[config.mk]
export PLATFORM = sky130hd
export DESIGN_NAME = byte_serial_port
export DESIGN_NICKNAME = d
export VERILOG_FILES = /design/src/serial_port_pkg.sv /design/src/byte_serial_port.sv
export SDC_FILE = /design/constraint.sdc
export NUM_CORES = 1
export LEC_CHECK = 0
export BUFFER_PORTS_ARGS = -buffer_cell sky130_fd_sc_hd__buf_4
export CAP_MARGIN = 40
export CELL_PAD_IN_SITES_DETAIL_PLACEMENT = 1
export CELL_PAD_IN_SITES_GLOBAL_PLACEMENT = 1
export CORE_MARGIN = 5
export CORE_UTILIZATION = 37
export CTS_BUF_LIST = sky130_fd_sc_hd__clkbuf_2
export DETAILED_ROUTE_END_ITERATION = 8
export PLACE_DENSITY = 0.79
export RECOVER_POWER = 50
export REMOVE_ABC_BUFFERS = 1
export SETUP_SLACK_MARGIN = 0.4
export SLEW_MARGIN = 20
export SYNTH_ARGS = -nofsm -noshare
export SYNTH_HDL_FRONTEND = slang
export SYNTH_SLANG_ARGS = --single-unit
[constraint.sdc]
create_clock -name i_clk -period 3.6 [get_ports i_clk]
set_clock_uncertainty 0.05 [all_clocks]
set_input_delay 0.36 -clock i_clk [delete_from_list [all_inputs] [get_ports i_clk]]
set_output_delay 0.36 -clock i_clk [all_outputs]
set_load 0.02 [all_outputs]
[src/serial_port_pkg.sv]
package serial_port_pkg;

  // Register indices as printed; the byte address is four times the index.
  localparam logic [7:0] IDX_DATA = 8'h60;
  localparam logic [7:0] IDX_CTRL = 8'h61;
  localparam int APB_AW = 12;
  localparam logic [11:0] ADDR_DATA = {2'h0, IDX_DATA, 2'h0};
  localparam logic [11:0] ADDR_CTRL = {2'h0, IDX_CTRL, 2'h0};

  // Control register field positions.
  localparam int CTRL_DONE = 7;
  localparam int CTRL_FULL = 6;
  localparam int CTRL_MODE_HI = 5;
  localparam int CTRL_MODE_LO = 4;
  localparam int CTRL_IDLE_LVL = 3;
  localparam int CTRL_PHASE = 2;
  localparam int CTRL_RATE_HI = 1;
  localparam int CTRL_RATE_LO = 0;

  // Reset values.
  localparam logic [7:0] DATA_RST = 8'h00;
  localparam logic [7:0] CTRL_RST = 8'h00;

  // Function field encodings.
  localparam logic [1:0] MODE_OFF = 2'h0;
  localparam logic [1:0] MODE_MASTER = 2'h1;
  localparam logic [1:0] MODE_SLAVE = 2'h2;
  localparam logic [1:0] MODE_RSVD = 2'h3;

  // Master bit rates in bit/s and clock timing.
  localparam int CLK_HZ = 25_000_000;
  localparam int RATE0_BPS = 2_000_000;
  localparam int RATE1_BPS = 1_000_000;
  localparam int RATE2_BPS = 500_000;
  localparam int RATE3_BPS = 62_500;
  localparam int FAST_ACTIVE_DIV = 3;
  localparam int SLOW_ACTIVE_DIV = 2;
  localparam int BITS_PER_BYTE = 8;
  localparam int CNT_W = 16;

  typedef enum logic [0:0] {ST_IDLE, ST_SHIFT} shift_state_t;

  // Synchronised view of the serial pins.
  typedef struct packed {
    logic sck;
    logic mosi;
    logic miso;
    logic sel_n;
  } pin_in_t;

  // Pin drive; each oe is high while the block drives the pin.
  typedef struct packed {
    logic mosi_o;
    logic mosi_oe;
    logic miso_o;
    logic miso_oe;
    logic sck_o;
    logic sck_oe;
  } pin_out_t;

  // Bypass enables taken from the general purpose data bits.
  typedef struct packed {
    logic mosi;
    logic miso;
    logic sck;
  } bypass_t;

  typedef struct packed {
    pin_in_t pin_s1;
    pin_in_t pin_s2;
    pin_in_t pin_prev;
    logic [31:0] prdata;
    logic pready;
    logic pslverr;
    logic [7:0] txbuf;
    logic [7:0] rxbuf;
    logic [7:0] shreg;
    logic full;
    logic done;
    logic [1:0] mode;
    logic idle_lvl;
    logic phase;
    logic [1:0] rate;
    shift_state_t state;
    logic [2:0] bitcnt;
    logic [CNT_W-1:0] cnt;
    logic sck_act;
    logic out_bit;
    pin_out_t pins;
    logic irq;
    logic wake;
  } state_t;

endpackage : serial_port_pkg

[src/byte_serial_port.sv]
// The implementer's own choice: register access over APB.
`timescale 1ns/1ps
module byte_serial_port #(
  parameter int CLK_HZ = serial_port_pkg::CLK_HZ
) (
  // Clock and reset.
  input wire logic i_clk,
  input wire logic i_rst_n,
  // APB slave.
  input wire logic [serial_port_pkg::APB_AW-1:0] i_paddr,
  input wire logic i_psel,
  input wire logic i_penable,
  input wire logic i_pwrite,
  input wire logic [31:0] i_pwdata,
  output logic [31:0] o_prdata,
  output logic o_pready,
  output logic o_pslverr,
  // Serial pins and their bypass enables.
  input wire serial_port_pkg::pin_in_t i_pins,
  input wire serial_port_pkg::bypass_t i_bypass,
  output serial_port_pkg::pin_out_t o_pins,
  // Interrupt and wake.
  input wire logic i_irq_en,
  output logic o_port_irq,
  output logic o_wake
);

  // Bit periods in system clocks for each master rate.
  localparam int BIT0 = CLK_HZ / serial_port_pkg::RATE0_BPS;
  localparam int BIT1 = CLK_HZ / serial_port_pkg::RATE1_BPS;
  localparam int BIT2 = CLK_HZ / serial_port_pkg::RATE2_BPS;
  localparam int BIT3 = CLK_HZ / serial_port_pkg::RATE3_BPS;
  localparam int ACT0 = BIT0 / serial_port_pkg::FAST_ACTIVE_DIV;
  localparam int IDL0 = BIT0 - ACT0;
  localparam int ACT1 = BIT1 / serial_port_pkg::SLOW_ACTIVE_DIV;
  localparam int ACT2 = BIT2 / serial_port_pkg::SLOW_ACTIVE_DIV;
  localparam int ACT3 = BIT3 / serial_port_pkg::SLOW_ACTIVE_DIV;

  // Refuse clock rates that cannot form the fastest pulse or the counter.
  if (ACT0 < 1 || IDL0 < 1) begin : g_clk_too_slow
    $error("Clock too slow for fastest serial rate.");
  end
  if (ACT3 >= (1 << serial_port_pkg::CNT_W)) begin : g_clk_too_fast
    $error("Clock too fast for the half-period counter.");
  end

  // Half-period lengths minus one; fast rate is one third active.
  function automatic logic [serial_port_pkg::CNT_W-1:0] half_len(
      input logic [1:0] rate, input logic active);
    logic [serial_port_pkg::CNT_W-1:0] len;
    len = '0;
    unique case (rate)
      2'h0: len = active ? serial_port_pkg::CNT_W'(ACT0 - 1)
                         : serial_port_pkg::CNT_W'(IDL0 - 1);
      2'h1: len = serial_port_pkg::CNT_W'(ACT1 - 1);
      2'h2: len = serial_port_pkg::CNT_W'(ACT2 - 1);
      2'h3: len = serial_port_pkg::CNT_W'(ACT3 - 1);
    endcase
    return len;
  endfunction : half_len

  serial_port_pkg::state_t s;
  serial_port_pkg::state_t next_s;

  logic acc;
  logic hit_data;
  logic hit_ctrl;
  logic wr;
  logic master;
  logic slave;
  logic sel_low;
  logic sel_fall;
  logic sel_rise;
  logic lead;
  logic trail;
  logic e1;
  logic e2;
  logic in_bit;
  logic drive_edge;
  logic samp_edge;
  logic byte_done;
  logic load;
  logic [7:0] sh_in;

  // Outputs come straight from the state register.
  assign o_prdata = s.prdata;
  assign o_pready = s.pready;
  assign o_pslverr = s.pslverr;
  assign o_pins = s.pins;
  assign o_port_irq = s.irq;
  assign o_wake = s.wake;

  // Next-state logic for bus, registers, shifter and pins.
  always_comb begin
    next_s = s;
    e1 = 1'b0;
    e2 = 1'b0;
    byte_done = 1'b0;
    load = 1'b0;
    // Two-stage pin synchroniser plus a history stage for edge finding.
    next_s.pin_s1 = i_pins;
    next_s.pin_s2 = s.pin_s1;
    next_s.pin_prev = s.pin_s2;
    next_s.irq = 1'b0;
    next_s.wake = 1'b0;

    // APB: one wait state, read data and error registered on the same edge as pready.
    acc = i_psel & i_penable;
    hit_data = (i_paddr == serial_port_pkg::ADDR_DATA);
    hit_ctrl = (i_paddr == serial_port_pkg::ADDR_CTRL);
    next_s.pready = acc & ~s.pready;
    next_s.pslverr = 1'b0;
    next_s.prdata = 32'h0;
    if (acc & ~s.pready) begin
      next_s.pslverr = ~(hit_data | hit_ctrl);
      if (hit_data) begin
        next_s.prdata = {24'h0, s.rxbuf};
      end else if (hit_ctrl) begin
        next_s.prdata = {24'h0, s.done, s.full, s.mode, s.idle_lvl,
                         s.phase, s.rate};
      end
    end
    wr = acc & s.pready & i_pwrite & ~s.pslverr;

    // Control write; done flag only clears on a written zero.
    if (wr & hit_ctrl) begin
      next_s.mode = i_pwdata[serial_port_pkg::CTRL_MODE_HI:
                             serial_port_pkg::CTRL_MODE_LO];
      next_s.idle_lvl = i_pwdata[serial_port_pkg::CTRL_IDLE_LVL];
      next_s.phase = i_pwdata[serial_port_pkg::CTRL_PHASE];
      next_s.rate = i_pwdata[serial_port_pkg::CTRL_RATE_HI:
                             serial_port_pkg::CTRL_RATE_LO];
      if (!i_pwdata[serial_port_pkg::CTRL_DONE]) begin
        next_s.done = 1'b0;
      end
    end

    // Mode decode; the reserved code falls into the disabled path.
    master = (s.mode == serial_port_pkg::MODE_MASTER);
    slave = (s.mode == serial_port_pkg::MODE_SLAVE);
    sel_low = ~s.pin_s2.sel_n;
    sel_fall = s.pin_prev.sel_n & ~s.pin_s2.sel_n;
    sel_rise = ~s.pin_prev.sel_n & s.pin_s2.sel_n;
    lead = (s.pin_prev.sck == s.idle_lvl) & (s.pin_s2.sck != s.idle_lvl);
    trail = (s.pin_prev.sck != s.idle_lvl) & (s.pin_s2.sck == s.idle_lvl);
    in_bit = master ? s.pin_s2.miso : s.pin_s2.mosi;

    // Edge sources: own timer as master, external clock as slave.
    if (master && s.state == serial_port_pkg::ST_SHIFT) begin
      if (s.cnt == '0) begin
        if (!s.sck_act) begin
          e1 = 1'b1;
          next_s.sck_act = 1'b1;
          next_s.cnt = half_len(s.rate, 1'b1);
        end else begin
          e2 = 1'b1;
          next_s.sck_act = 1'b0;
          next_s.cnt = half_len(s.rate, 1'b0);
          if (s.bitcnt == 3'(serial_port_pkg::BITS_PER_BYTE - 1)) begin
            byte_done = 1'b1;
          end
          next_s.bitcnt = s.bitcnt + 3'h1;
        end
      end else begin
        next_s.cnt = s.cnt - serial_port_pkg::CNT_W'(1);
      end
    end else if (slave && s.state == serial_port_pkg::ST_SHIFT
                 && sel_low && !sel_fall) begin
      e1 = lead;
      e2 = trail;
    end

    // Phase zero samples on the first edge, phase one on the second.
    drive_edge = s.phase ? e1 : e2;
    samp_edge = s.phase ? e2 : e1;
    sh_in = {s.shreg[6:0], in_bit};
    if (samp_edge) begin
      next_s.shreg = sh_in;
      if (slave) begin
        if (s.bitcnt == 3'(serial_port_pkg::BITS_PER_BYTE - 1)) begin
          byte_done = 1'b1;
        end
        next_s.bitcnt = s.bitcnt + 3'h1;
      end
    end
    if (drive_edge) begin
      next_s.out_bit = s.shreg[7];
    end

    // Completed byte: receive buffer, done flag and interrupt together.
    if (byte_done) begin
      // With the last sample on this same edge the shifter is one bit short.
      next_s.rxbuf = samp_edge ? sh_in : s.shreg;
      next_s.done = 1'b1;
      next_s.irq = 1'b1;
      next_s.wake = slave & i_irq_en;
      next_s.state = (master || !sel_low) ? serial_port_pkg::ST_IDLE
                                          : serial_port_pkg::ST_SHIFT;
    end

    // Transmit buffer to shift register moves.
    if (master) begin
      load = s.full & (s.state == serial_port_pkg::ST_IDLE
                       || byte_done);
    end else if (slave) begin
      if (sel_rise) begin
        next_s.state = serial_port_pkg::ST_IDLE;
        next_s.bitcnt = 3'h0;
        next_s.irq = byte_done;
        next_s.wake = byte_done & i_irq_en;
      end else if (sel_fall) begin
        load = 1'b1;
      end else begin
        load = s.full & sel_low & (s.state == serial_port_pkg::ST_IDLE
                                   || byte_done);
      end
    end else begin
      next_s.state = serial_port_pkg::ST_IDLE;
      next_s.sck_act = 1'b0;
      next_s.bitcnt = 3'h0;
    end
    if (load) begin
      next_s.shreg = s.txbuf;
      next_s.out_bit = s.txbuf[7];
      next_s.full = 1'b0;
      next_s.bitcnt = 3'h0;
      next_s.state = serial_port_pkg::ST_SHIFT;
      next_s.sck_act = 1'b0;
      next_s.cnt = half_len(s.rate, 1'b0);
    end

    // Data write after the load so a byte written in the load cycle is not lost.
    if (wr & hit_data) begin
      next_s.txbuf = i_pwdata[7:0];
      next_s.full = 1'b1;
    end

    // Pin drive; select is never driven, it stays a firmware pin.
    next_s.pins = '0;
    if (master) begin
      next_s.pins.mosi_o = next_s.out_bit;
      next_s.pins.mosi_oe = i_bypass.mosi;
      next_s.pins.sck_o = s.idle_lvl ^ next_s.sck_act;
      next_s.pins.sck_oe = i_bypass.sck;
    end else if (slave) begin
      next_s.pins.miso_o = next_s.out_bit;
      next_s.pins.miso_oe = i_bypass.miso & sel_low;
    end
  end

  // Single state register with synchronous active-low reset.
  always_ff @(posedge i_clk) begin
    if (!i_rst_n) begin
      s <= '0;
      s.pin_s1 <= '1;
      s.pin_s2 <= '1;
      s.pin_prev <= '1;
      s.txbuf <= serial_port_pkg::DATA_RST;
      s.rxbuf <= serial_port_pkg::DATA_RST;
      s.mode <= serial_port_pkg::CTRL_RST[serial_port_pkg::CTRL_MODE_HI:
                                          serial_port_pkg::CTRL_MODE_LO];
      s.state <= serial_port_pkg::ST_IDLE;
    end else begin
      s <= next_s;
    end
  end

endmodule : byte_serial_port

==> results of run 1 <==
registers in the layout, summed over array words and instances (netlist names):
name / flops
s: 56
o_pslverr: 1
o_pins: 6
o_prdata: 8
o_pready: 1
o_wake: 1
next_s: 8
o_port_irq: 1
metal layers:
| metal | up-vias | GRT usage (%) |
|---|---|---|
| met3 | 18 | 3.330 |
| li1 | 1636 | - |
| met4 | 0 | 4.909 |
| met2 | 80 | 31.01 |
| met1 | 1646 | 19.52 |
| met5 | - | 0 |
path summary, 6_finish.rpt:
kind | endpoint | slack [ns]
setup / recovery | s[14] | 0.51
hold / removal | next_s[102] | 0.05
setup reg to reg | s[14] | 0.51
hold reg to reg | next_s[96] | 0.41
stage by stage:
stage	instances	area (µm²)	util (%)	hold slack, ns
floorplan	400	3736	-	0.3363
global placement	606	4413	40.89	0.3374
detailed placement	607	4424	40.99	0.3471
CTS	645	4812	44.59	0.04550
global route	648	4798	44.46	0.03118
finish	648	4798	44.46	0.05297
timing repair:
action,4_1_cts,5_1_grt
setup endpoints to repair,42,40
pin swaps,2,5
buffers inserted,6,3
hold endpoints to repair,21,0
resized for setup,9,13
hold buffers,16,0
power by group through the flow:
stage                     Sequential (µW)  Clock (µW)  Combinational (µW)
after detailed placement              940           0                 131
after global placement                940           0                 127
after global routing                  926         672                 161
after floorplan                       940           0                71.0
final                                 924         612                 148
after CTS                             923         622                 146
layout make-up:
type | count | area [µm²] | share of cell area, %
Timing Repair Buffer | 92 | 685.7 | 14.29
Sequential cell | 82 | 1647 | 34.32
Clock buffer | 9 | 45.04 | 0.9387
Tap cell | 140 | 175.2 | 3.651
Clock inverter | 7 | 107.6 | 2.243
Multi-Input combinational cell | 306 | 2093 | 43.62
Inverter | 12 | 45.04 | 0.9387
logic make-up after synthesis:
logic type | share of synthesized area (%)
buffers and inverters | 10.86
flip-flops | 40.59
AO/OA/AOI/OAI | 17.98
adder cells (fa/ha/maj) | 3.094
AND/OR/NAND/NOR | 19.09
XOR/XNOR | 1.516
multiplexers | 6.776
other | 0.09273
cell usage in the layout, fill, tap and decap left out, types with 6 or more instances in the layout:
cell type      netlist  final
a211oi_1            16     15
a21oi_1             22     20
a22oi_1              8      8
buf_4               38     48
clkbuf_1            15     18
clkbuf_2             0      9
conb_1               1     24
dfxtp_1             82     80
dlygate4sd3_1        0     16
ha_1                10     10
inv_1               12     10
mux2i_1             24     24
nand2_1             10      9
nand2b_1            13     13
nand3_1             11     10
nor2_1              53     53
nor3_1              14     14
o21a_1               6      6
o21ai_0             11     10
==> out/metrics.csv, run 1 <==
stage,metric,value,unit
route,postRouteAntennaNets,0,
setup_path,start_kind,register,
setup_path,slowest_delay,0.57,ns
pwr,power_frac_comb,8.8,%
sta,rsz0062_at_grt,false,
floorplanning,die_h,114.5,µm
floorplanning,ios,99,
place,portBuffers,50,
pwr,p_leak,0.001862,µW
yosys,synth_edf_count,0,
worst_hold_path,min_path_type,primary input to register,
cts,cts-htree-levels,3,
yosys,ys_ff_latch,82,
global_routing,antenna_found_initial,0,
yosys,syn_area,4044,µm²
sta,post-route-period-util,85.88,%
layout,drive_gt1_share,21.65,%
cts,clk_pin_slew,0.26,ns
floorplanning,core_area,10790,µm²
sta,finalSetupViolCount,0,
sta,fin_ws,0.5082,ns
yosys,synthTopCellsByCount,"dfxtp_1 (82), nor2_1 (53), buf_4 (38)",
route,vias_per_cell,5.216,
run_status,status,completed,
layout,antenna_cells,0,
setup_path,r2r_start,s[21],
setup_path,reg2reg_depth,11,
sta,finalMaxSlewViolations,0,
sta,max_freq,323.4,MHz
layout,layout.nets,570,
setup_path,end_kind,register,
layout,area.growth.synth_to_final,18.66,%
place,hpwlAfterDp,7.847,mm
yosys,avgSynthCellArea,9.254,µm²
cts,clk_path_buf_depth,2,
cts,root_buffer,clkbuf_2,
pwr,p_total,1684,µW
global_routing,grt_max_degree,30,
pwr,peakVddDrop,0.1729,mV
yosys,synth.most_common_cell,dfxtp_1,
yosys,yosysTopAreaCell,dfxtp_1,
yosys,synth_flop_cell,dfxtp_1,
worst_hold_path,min_path_cells,2,
setup_path,path_buf_inv,3,
global_routing,grt_pass1_wl,17.57,mm
worst_hold_path,worstHoldStart,i_rst_n,
yosys,synthArstFlopShare,0,%
floorplanning,start_util,37.47,%
pwr,power.share.clock,36.3,%
route,drt_wl_total,10.93,mm
setup_path,cp_max_fo,8,
job,drv_cap,0,
route,met1Wirelength,4.686,mm
setup_path,critPathTopFamily,simple AND/OR/NAND/NOR gates,
pwr,seqPwrFrac,54.9,%
cts,cts_tree,built,
setup_path,startpoint,s[21],
setup_path,arrival,3.58,ns
yosys,yosysSeqAreaShare,40.59,%
route,drcViolationCount,0,
sta,setup-tns-final,0,ns
pwr,internal-power,1225,µW
place,pre_cts_ws,0.08149,ns
yosys,yosys-top-cells-area,"dfxtp_1 (41%), buf_4 (7.1%), mux2i_1 (5.9%), nor2_1 (4.9%), ha_1 (3.1%)",
setup_path,critPathSlowestCell,or4_4,
route,drt-pass1-iter-count,4,
route,wl_per_cell,16.87,µm
sta,slew-limit-headroom,49.33,%
route,highest_layer,met4,
global_routing,grt_remaining_overflow,0,
sta,finalHoldViolCount,0,
pwr,power_switching,458.6,µW
setup_path,path_class,register to register,
sta,tightest_slew,0.7601,ns
global_routing,track_usage,16.82,%
yosys,yosysUniqueCellTypes,69,
setup_path,crit_required,4.09,ns
cts,clock_latency,0.58,ns
route,vias,3380,
setup_path,crit_chain,"or4_4, or4b_4, inv_2, ha_1, inv_1, o21ai_2, o22ai_2, or3_4, buf_6, nand2_2, o221a_2",
yosys,netlist_instances,437,
pwr,sw_frac_of_total,27.24,%
pwr,power_density,350.8,nW/µm²
yosys,ys_warn_count,0,
route,wl_met2,5.655,mm
global_routing,grt_pass1_vias,3570,
route,drt_iter0_markers,129,
floorplanning,die_width,114.5,µm
cts,cts_sinks,82,
floorplanning,fp-row-count,38,
yosys,synth_top_area_share,40.59,%
cts,cts_buffers,9,
sta,min_period,3.092,ns
route,wl_met3,393,µm
layout,fill_cells,1242,
setup_path,crit_cells,11,
place,gp_congestion,0.8078,
floorplanning,design.die.area,13120,µm²
Note: power is estimated with default switching activity, not from simulation.
==> run 2: changes to the inputs <==
--- a/config.mk
+++ b/config.mk
@@ -14,7 +14,7 @@
 export CTS_BUF_LIST = sky130_fd_sc_hd__clkbuf_2
 export DETAILED_ROUTE_END_ITERATION = 8
 export PLACE_DENSITY = 0.79
-export RECOVER_POWER = 50
+export RECOVER_POWER = 25
 export REMOVE_ABC_BUFFERS = 1
 export SETUP_SLACK_MARGIN = 0.4
 export SLEW_MARGIN = 20
==> run 2 against run 1 <==
Utilization grew 0.51 points; setup slack better by 0.0068 ns; register-to-register slack hardly changed; total power hardly changed.
==> out/metrics.csv, run 2 (same netlist as run 1, synthesis figures left out) <==
stage,metric,value,unit,change
run_status,status,completed,,
floorplanning,design.die.area,13120,µm²,unchanged
layout,fin_cells,648,,unchanged
cts,cts_tree,built,,
place,portBuffers,50,,unchanged
layout,most-common-layout-cells,"dfxtp_1 (80), buf_4 (61), nor2_1 (53), mux2i_1 (24), conb_1 (24)",,
setup_path,crit_cells,11,,unchanged
layout,area.sequential,1647,µm²,unchanged
floorplanning,fp-row-count,38,,unchanged
worst_hold_path,min_path_cells,2,,unchanged
route,drt-pass1-iter-count,4,,unchanged
setup_path,start_kind,register,,
sta,finalSetupViolCount,0,,unchanged
setup_path,critPathSlowestCell,or4_4,,
setup_path,cp_max_fo,8,,unchanged
sta,post-route-period-util,85.69,%,-0.19 points
sta,finalMaxSlewViolations,0,,unchanged
layout,layout.nets,570,,unchanged
layout,largest_register_ffs,56,,unchanged
sta,setup-tns-final,0,ns,unchanged
cts,cts-htree-levels,3,,unchanged
global_routing,grt_pass1_wl,17.57,mm,unchanged
sta,max_freq,324.2,MHz,+0.22%
route,vias,3399,,+0.56%
cts,clock_latency,0.58,ns,about the same
floorplanning,die_h,114.5,µm,unchanged
route,postRouteAntennaNets,0,,unchanged
place,hpwlAfterDp,7.847,mm,unchanged
route,drt_iter0_markers,119,,-7.8%
setup_path,path_buf_inv,3,,unchanged
setup_path,critPathTopFamily,simple AND/OR/NAND/NOR gates,,
pwr,power_density,346.8,nW/µm²,-1.2%
route,vias_per_cell,5.245,,+0.56%
cts,cts_buffers,9,,unchanged
floorplanning,start_util,37.47,%,unchanged
cts,root_buffer,clkbuf_2,,
setup_path,end_kind,register,,
global_routing,grt_max_degree,30,,unchanged
cts,clk_path_buf_depth,2,,unchanged
layout,multiInputGateArea,2100,µm²,+0.30%
worst_hold_path,min_path_type,primary input to register,,
layout,fill_cells,1237,,-0.40%
place,gp_congestion,0.8078,,unchanged
global_routing,antenna_found_initial,0,,unchanged
layout,area.growth.synth_to_final,20.02,%,
route,wl_per_cell,16.90,µm,+0.13%
route,drt_wl_total,10.95,mm,+0.13%
floorplanning,ios,99,,unchanged
pwr,p_leak,0.001917,µW,+3.0%
global_routing,track_usage,16.82,%,unchanged
layout,drive_gt1_share,24.41,%,+2.8 points
global_routing,grt_pass1_vias,3570,,unchanged
floorplanning,core_area,10790,µm²,unchanged
setup_path,slowest_delay,0.57,ns,about the same
setup_path,crit_chain,"or4_4, or4b_4, inv_2, ha_1, inv_1, o21ai_2, o22ai_2, or3_4, buf_6, a21oi_1, a211oi_1",,
place,place_inst,607,,unchanged
setup_path,crit_required,4.02,ns,-0.07 ns
sta,tightest_slew,0.6425,ns,-0.1175 ns
layout,regMostFlops,s,,
pwr,peakVddDrop,0.1737,mV,+0.44%
layout,layout_commonest_cell,dfxtp_1,,
sta,min_period,3.085,ns,-0.006793 ns
cts,clk_pin_slew,0.26,ns,about the same
route,drcViolationCount,0,,unchanged
sta,slew-limit-headroom,56.71,%,+7.4 points
floorplanning,die_width,114.5,µm,unchanged
layout,antenna_cells,0,,unchanged
sta,finalHoldViolCount,0,,unchanged
setup_path,reg2reg_depth,11,,unchanged
job,drv_cap,0,,unchanged
sta,rsz0062_at_grt,false,,
global_routing,grt_remaining_overflow,0,,unchanged
setup_path,arrival,3.50,ns,-0.08 ns
cts,cts_sinks,82,,unchanged
setup_path,path_class,register to register,,
run 2: cell types whose count changed in the layout (fill, tap and decap cells not counted):
cell / delta
buf_4: +13
clkbuf_1: -13
nor4_1: -1
nor4_2: +1
run 2: area by class of cell:
| class | instances | share of cell area, % |
|---|---|---|
| clock buffer | 9 | 0.9281 |
| clock inverter | 7 | 2.217 |
| inverter | 12 | 0.9281 |
| multi-input combinational | 306 | 43.26 |
| sequential | 82 | 33.93 |
| tap | 140 | 3.609 |
| timing repair buffer | 92 | 15.13 |
run 2: path summary, 6_finish.rpt:
kind | endpoint | startpoint | slack [ns]
setup / recovery | s[44] | s[21] | 0.52
hold / removal | next_s[102] | i_rst_n | 0.06
setup reg to reg | s[44] | s[21] | 0.52
hold reg to reg | next_s[97] | next_s[101] | 0.41
run 2: layer usage:
metal	GRT usage [%]	vias to the layer above	share of wire [%]
met4	4.909	0	1.8
li1	-	1641	-
met5	0	-	0
met3	3.330	17	3.7
met2	31.01	79	52
met1	19.52	1662	43
run 2: per-stage QoR:
stage	power (µW)	setup slack, ns	area, µm²	hold WS, ns	utilization [%]
floorplan	1011	-0.1223	3736	0.3363	-
global placement	1067	0.1420	4413	0.3374	40.89
detailed placement	1072	0.08149	4424	0.3471	40.99
CTS	1691	0.4099	4812	0.04550	44.59
global route	1760	0.4171	4853	0.03118	44.97
finish	1683	0.5150	4853	0.06249	44.97
run 2: timing repair:
item,in CTS,in global routing
pin swaps,2,5
endpoints found under the hold margin,21,0
endpoints found under the setup margin,42,40
buffers inserted,6,3
gates resized for setup,9,13
hold buffers,16,0
run 2: power breakdown:
| part | leakage (µW) | switching [µW] | internal, µW | total (µW) |
|---|---|---|---|---|
| Combinational | 0.00117 | 85.8 | 62.8 | 149 |
| Sequential | 0.000664 | 6.31 | 917 | 924 |
| Clock | 0.0000870 | 366 | 245 | 611 |
| Total | 0.00192 | 458 | 1220 | 1680 |
run 2: worst register-to-register path, cell delays in order (launching register included):
cell and delay (ns):
dfxtp_1 0.38, or4_4 0.57, or4b_4 0.57, inv_2 0.09, ha_1 0.14, inv_1 0.06
o21ai_2 0.15, o22ai_2 0.11, or3_4 0.50, buf_6 0.17, a21oi_1 0.14, a211oi_1 0.07
==> run 3: changes to the inputs <==
--- a/config.mk
+++ b/config.mk
@@ -13,8 +13,9 @@
 export CORE_UTILIZATION = 37
 export CTS_BUF_LIST = sky130_fd_sc_hd__clkbuf_2
 export DETAILED_ROUTE_END_ITERATION = 8
+export MAX_ROUTING_LAYER = met4
 export PLACE_DENSITY = 0.79
-export RECOVER_POWER = 25
+export RECOVER_POWER = 100
 export REMOVE_ABC_BUFFERS = 1
 export SETUP_SLACK_MARGIN = 0.4
 export SLEW_MARGIN = 20
==> run 3 against run 2 <==
Total power up 0.21%; worst hold slack worse by 0.0065 ns; register-to-register slack worse by 0.18 ns; flip-flop and latch count unchanged; non-clock buffer count up 3; largest cell class unchanged.
==> out/metrics.csv, run 3 (same netlist as run 1, synthesis figures left out) <==
stage,metric,value,unit,change
global_routing,grt_pass1_vias,3567,,-0.084%
global_routing,grt_pass1_wl,17.60,mm,+0.15%
cts,clk_path_buf_depth,2,,unchanged
worst_hold_path,worstHoldStart,i_rst_n,,
layout,largest_register_ffs,56,,unchanged
setup_path,r2r_slack,0.33,ns,-0.18 ns
route,vias_per_cell,5.266,,+0.40%
setup_path,crit_required,4.06,ns,+0.04 ns
sta,post-route-period-util,90.74,%,+5.0 points
sta,max_freq,306.1,MHz,-5.6%
layout,layout_commonest_cell,dfxtp_1,,
setup_path,path_class,register to register,,
place,gp_congestion,0.8197,,+1.5%
setup_path,end_kind,register,,
layout,layout.nets,574,,+0.70%
job,drv_cap,0,,unchanged
worst_hold_path,min_path_cells,2,,unchanged
layout,area.growth.synth_to_final,19.15,%,
route,drcViolationCount,0,,unchanged
setup_path,path_buf_inv,3,,unchanged
route,postRouteAntennaNets,0,,unchanged
setup_path,critPathTopFamily,simple AND/OR/NAND/NOR gates,,
setup_path,start_kind,register,,
pwr,peakVddDrop,0.1730,mV,-0.40%
sta,rsz0062_at_grt,false,,
worst_hold_path,min_delay_worst_endpoint,next_s[102],,
floorplanning,die_h,114.5,µm,unchanged
layout,most-common-layout-cells,"dfxtp_1 (78), nor2_1 (53), buf_4 (46), mux2i_1 (24), conb_1 (24)",,
cts,root_buffer,clkbuf_2,,
global_routing,antenna_found_initial,0,,unchanged
sta,tightest_slew,0.7593,ns,+0.1168 ns
cts,cts-htree-levels,3,,unchanged
cts,cts_sinks,82,,unchanged
floorplanning,design.die.area,13120,µm²,unchanged
setup_path,critPathSlowestCell,or4_1,,
sta,finalSetupViolCount,0,,unchanged
route,drt_iter0_markers,110,,-7.6%
setup_path,r2r_end,s[16],,
pwr,power_density,350.0,nW/µm²,+0.94%
sta,min_period,3.267,ns,+0.1817 ns
cts,clk_pin_slew,0.26,ns,about the same
global_routing,grt_max_degree,30,,unchanged
pwr,p_total,1687,µW,+0.21%
setup_path,crit_chain,"or4_1, or4b_4, inv_4, ha_1, a21o_1, o22ai_2, clkbuf_1, nor3_4, buf_4, nor3_1, o21a_1",,
route,wl_per_cell,17.15,µm,+1.5%
setup_path,slowest_delay,0.59,ns,+0.02 ns
layout,regMostFlops,s,,
setup_path,arrival,3.73,ns,+0.23 ns
sta,finalMaxSlewViolations,0,,unchanged
cts,cts_buffers,9,,unchanged
floorplanning,die_width,114.5,µm,unchanged
setup_path,cp_max_fo,7,,-1
setup_path,r2r_start,s[13],,
place,portBuffers,50,,unchanged
cts,clock_latency,0.58,ns,about the same
setup_path,reg2reg_depth,11,,unchanged
floorplanning,start_util,37.47,%,unchanged
sta,whs,0.05596,ns,-0.006537 ns
route,drt-pass1-iter-count,4,,unchanged
place,postPlaceCellArea,4424,µm²,unchanged
floorplanning,ios,99,,unchanged
layout,final_util,44.64,%,-0.32 points
worst_hold_path,min_path_type,primary input to register,,
run_status,status,completed,,
route,drt_wl_total,11.20,mm,+2.3%
global_routing,grt_remaining_overflow,0,,unchanged
sta,slew-limit-headroom,49.38,%,-7.3 points
route,vias,3439,,+1.2%
place,hpwlAfterDp,7.847,mm,unchanged
floorplanning,fp-row-count,38,,unchanged
layout,fin_area,4818,µm²,-0.72%
pwr,p_leak,0.001862,µW,-2.9%
sta,setup-tns-final,0,ns,unchanged
global_routing,track_usage,17.33,%,+0.51 points
sta,finalHoldViolCount,0,,unchanged
floorplanning,core_area,10790,µm²,unchanged
cts,cts_tree,built,,
layout,drive_gt1_share,21.68,%,-2.7 points
run 3: changes by cell type in the layout (fill, tap and decap cells not counted), sizes merged:
cell	delta
buf	-16
clkbuf	+19
diode	+1
nor2	+1
run 3: worst reg2reg max path: cells and delay by family, from the launching register on:
kind	cells	cell delay, ns
AND/OR/NAND/NOR	4	1.64
buffers and inverters	3	0.52
flip-flops	1	0.42
AO/OA/AOI/OAI	3	0.41
adder cells (fa/ha/maj)	1	0.16
run 3: layer usage:
layer  share of wire [%]  vias up  GRT usage (%)  wire (µm)
met3                 4.3       24          2.326        479
met4                 2.0        0          6.097        229
met5                   0        -              -          0
met1                  42     1678          19.68       4723
met2                  51       90          31.04       5764
li1                    -     1647              -          -
run 3: worst max-delay path by stage:
| stage | start | endpoint | slack, ns | cells after the start |
|---|---|---|---|---|
| after floorplan | s[18] | s[45] | -0.12 | 10 |
| after global placement | s[18] | s[18] | 0.14 | 11 |
| after detailed placement | s[18] | s[18] | 0.08 | 11 |
| after CTS | s[18] | s[14] | 0.41 | 11 |
| after global routing | s[13] | s[16] | 0.18 | 11 |
| final | s[13] | s[16] | 0.33 | 11 |
run 3: cell type report:
cell class	count	area, µm²
flip-flops and latches	82	1652
well taps	140	175.2
multi-input cells	307	2103
fillers	1244	5974
clock buffers	9	45.04
clock inverters	7	107.6
diodes	1	2.502
repair buffers	95	685.7
inverters	12	47.55
run 3: what timing repair did:
item / CTS / global route
buffers inserted: 6 / 6
hold buffers: 16 / 0
resized for setup: 9 / 24
endpoints found under the setup margin: 42 / 40
gates cloned: 0 / 1
pin swaps: 2 / 9
hold endpoints to repair: 21 / 0
run 3: stage by stage:
stage / instances / setup slack, ns
finish: 653 / 0.3333
global route: 652 / 0.1808
CTS: 645 / 0.4099
detailed placement: 607 / 0.08149
global placement: 606 / 0.1420
floorplan: 400 / -0.1223
run 3: power by group:
| group | total [µW] | internal (µW) | leakage (µW) | switching (µW) |
|---|---|---|---|---|
| Sequential | 923 | 917 | 0.000665 | 6.12 |
| Clock | 614 | 245 | 0.0000870 | 370 |
| Combinational | 150 | 63.1 | 0.00111 | 86.6 |
| Total | 1690 | 1220 | 0.00186 | 462 |
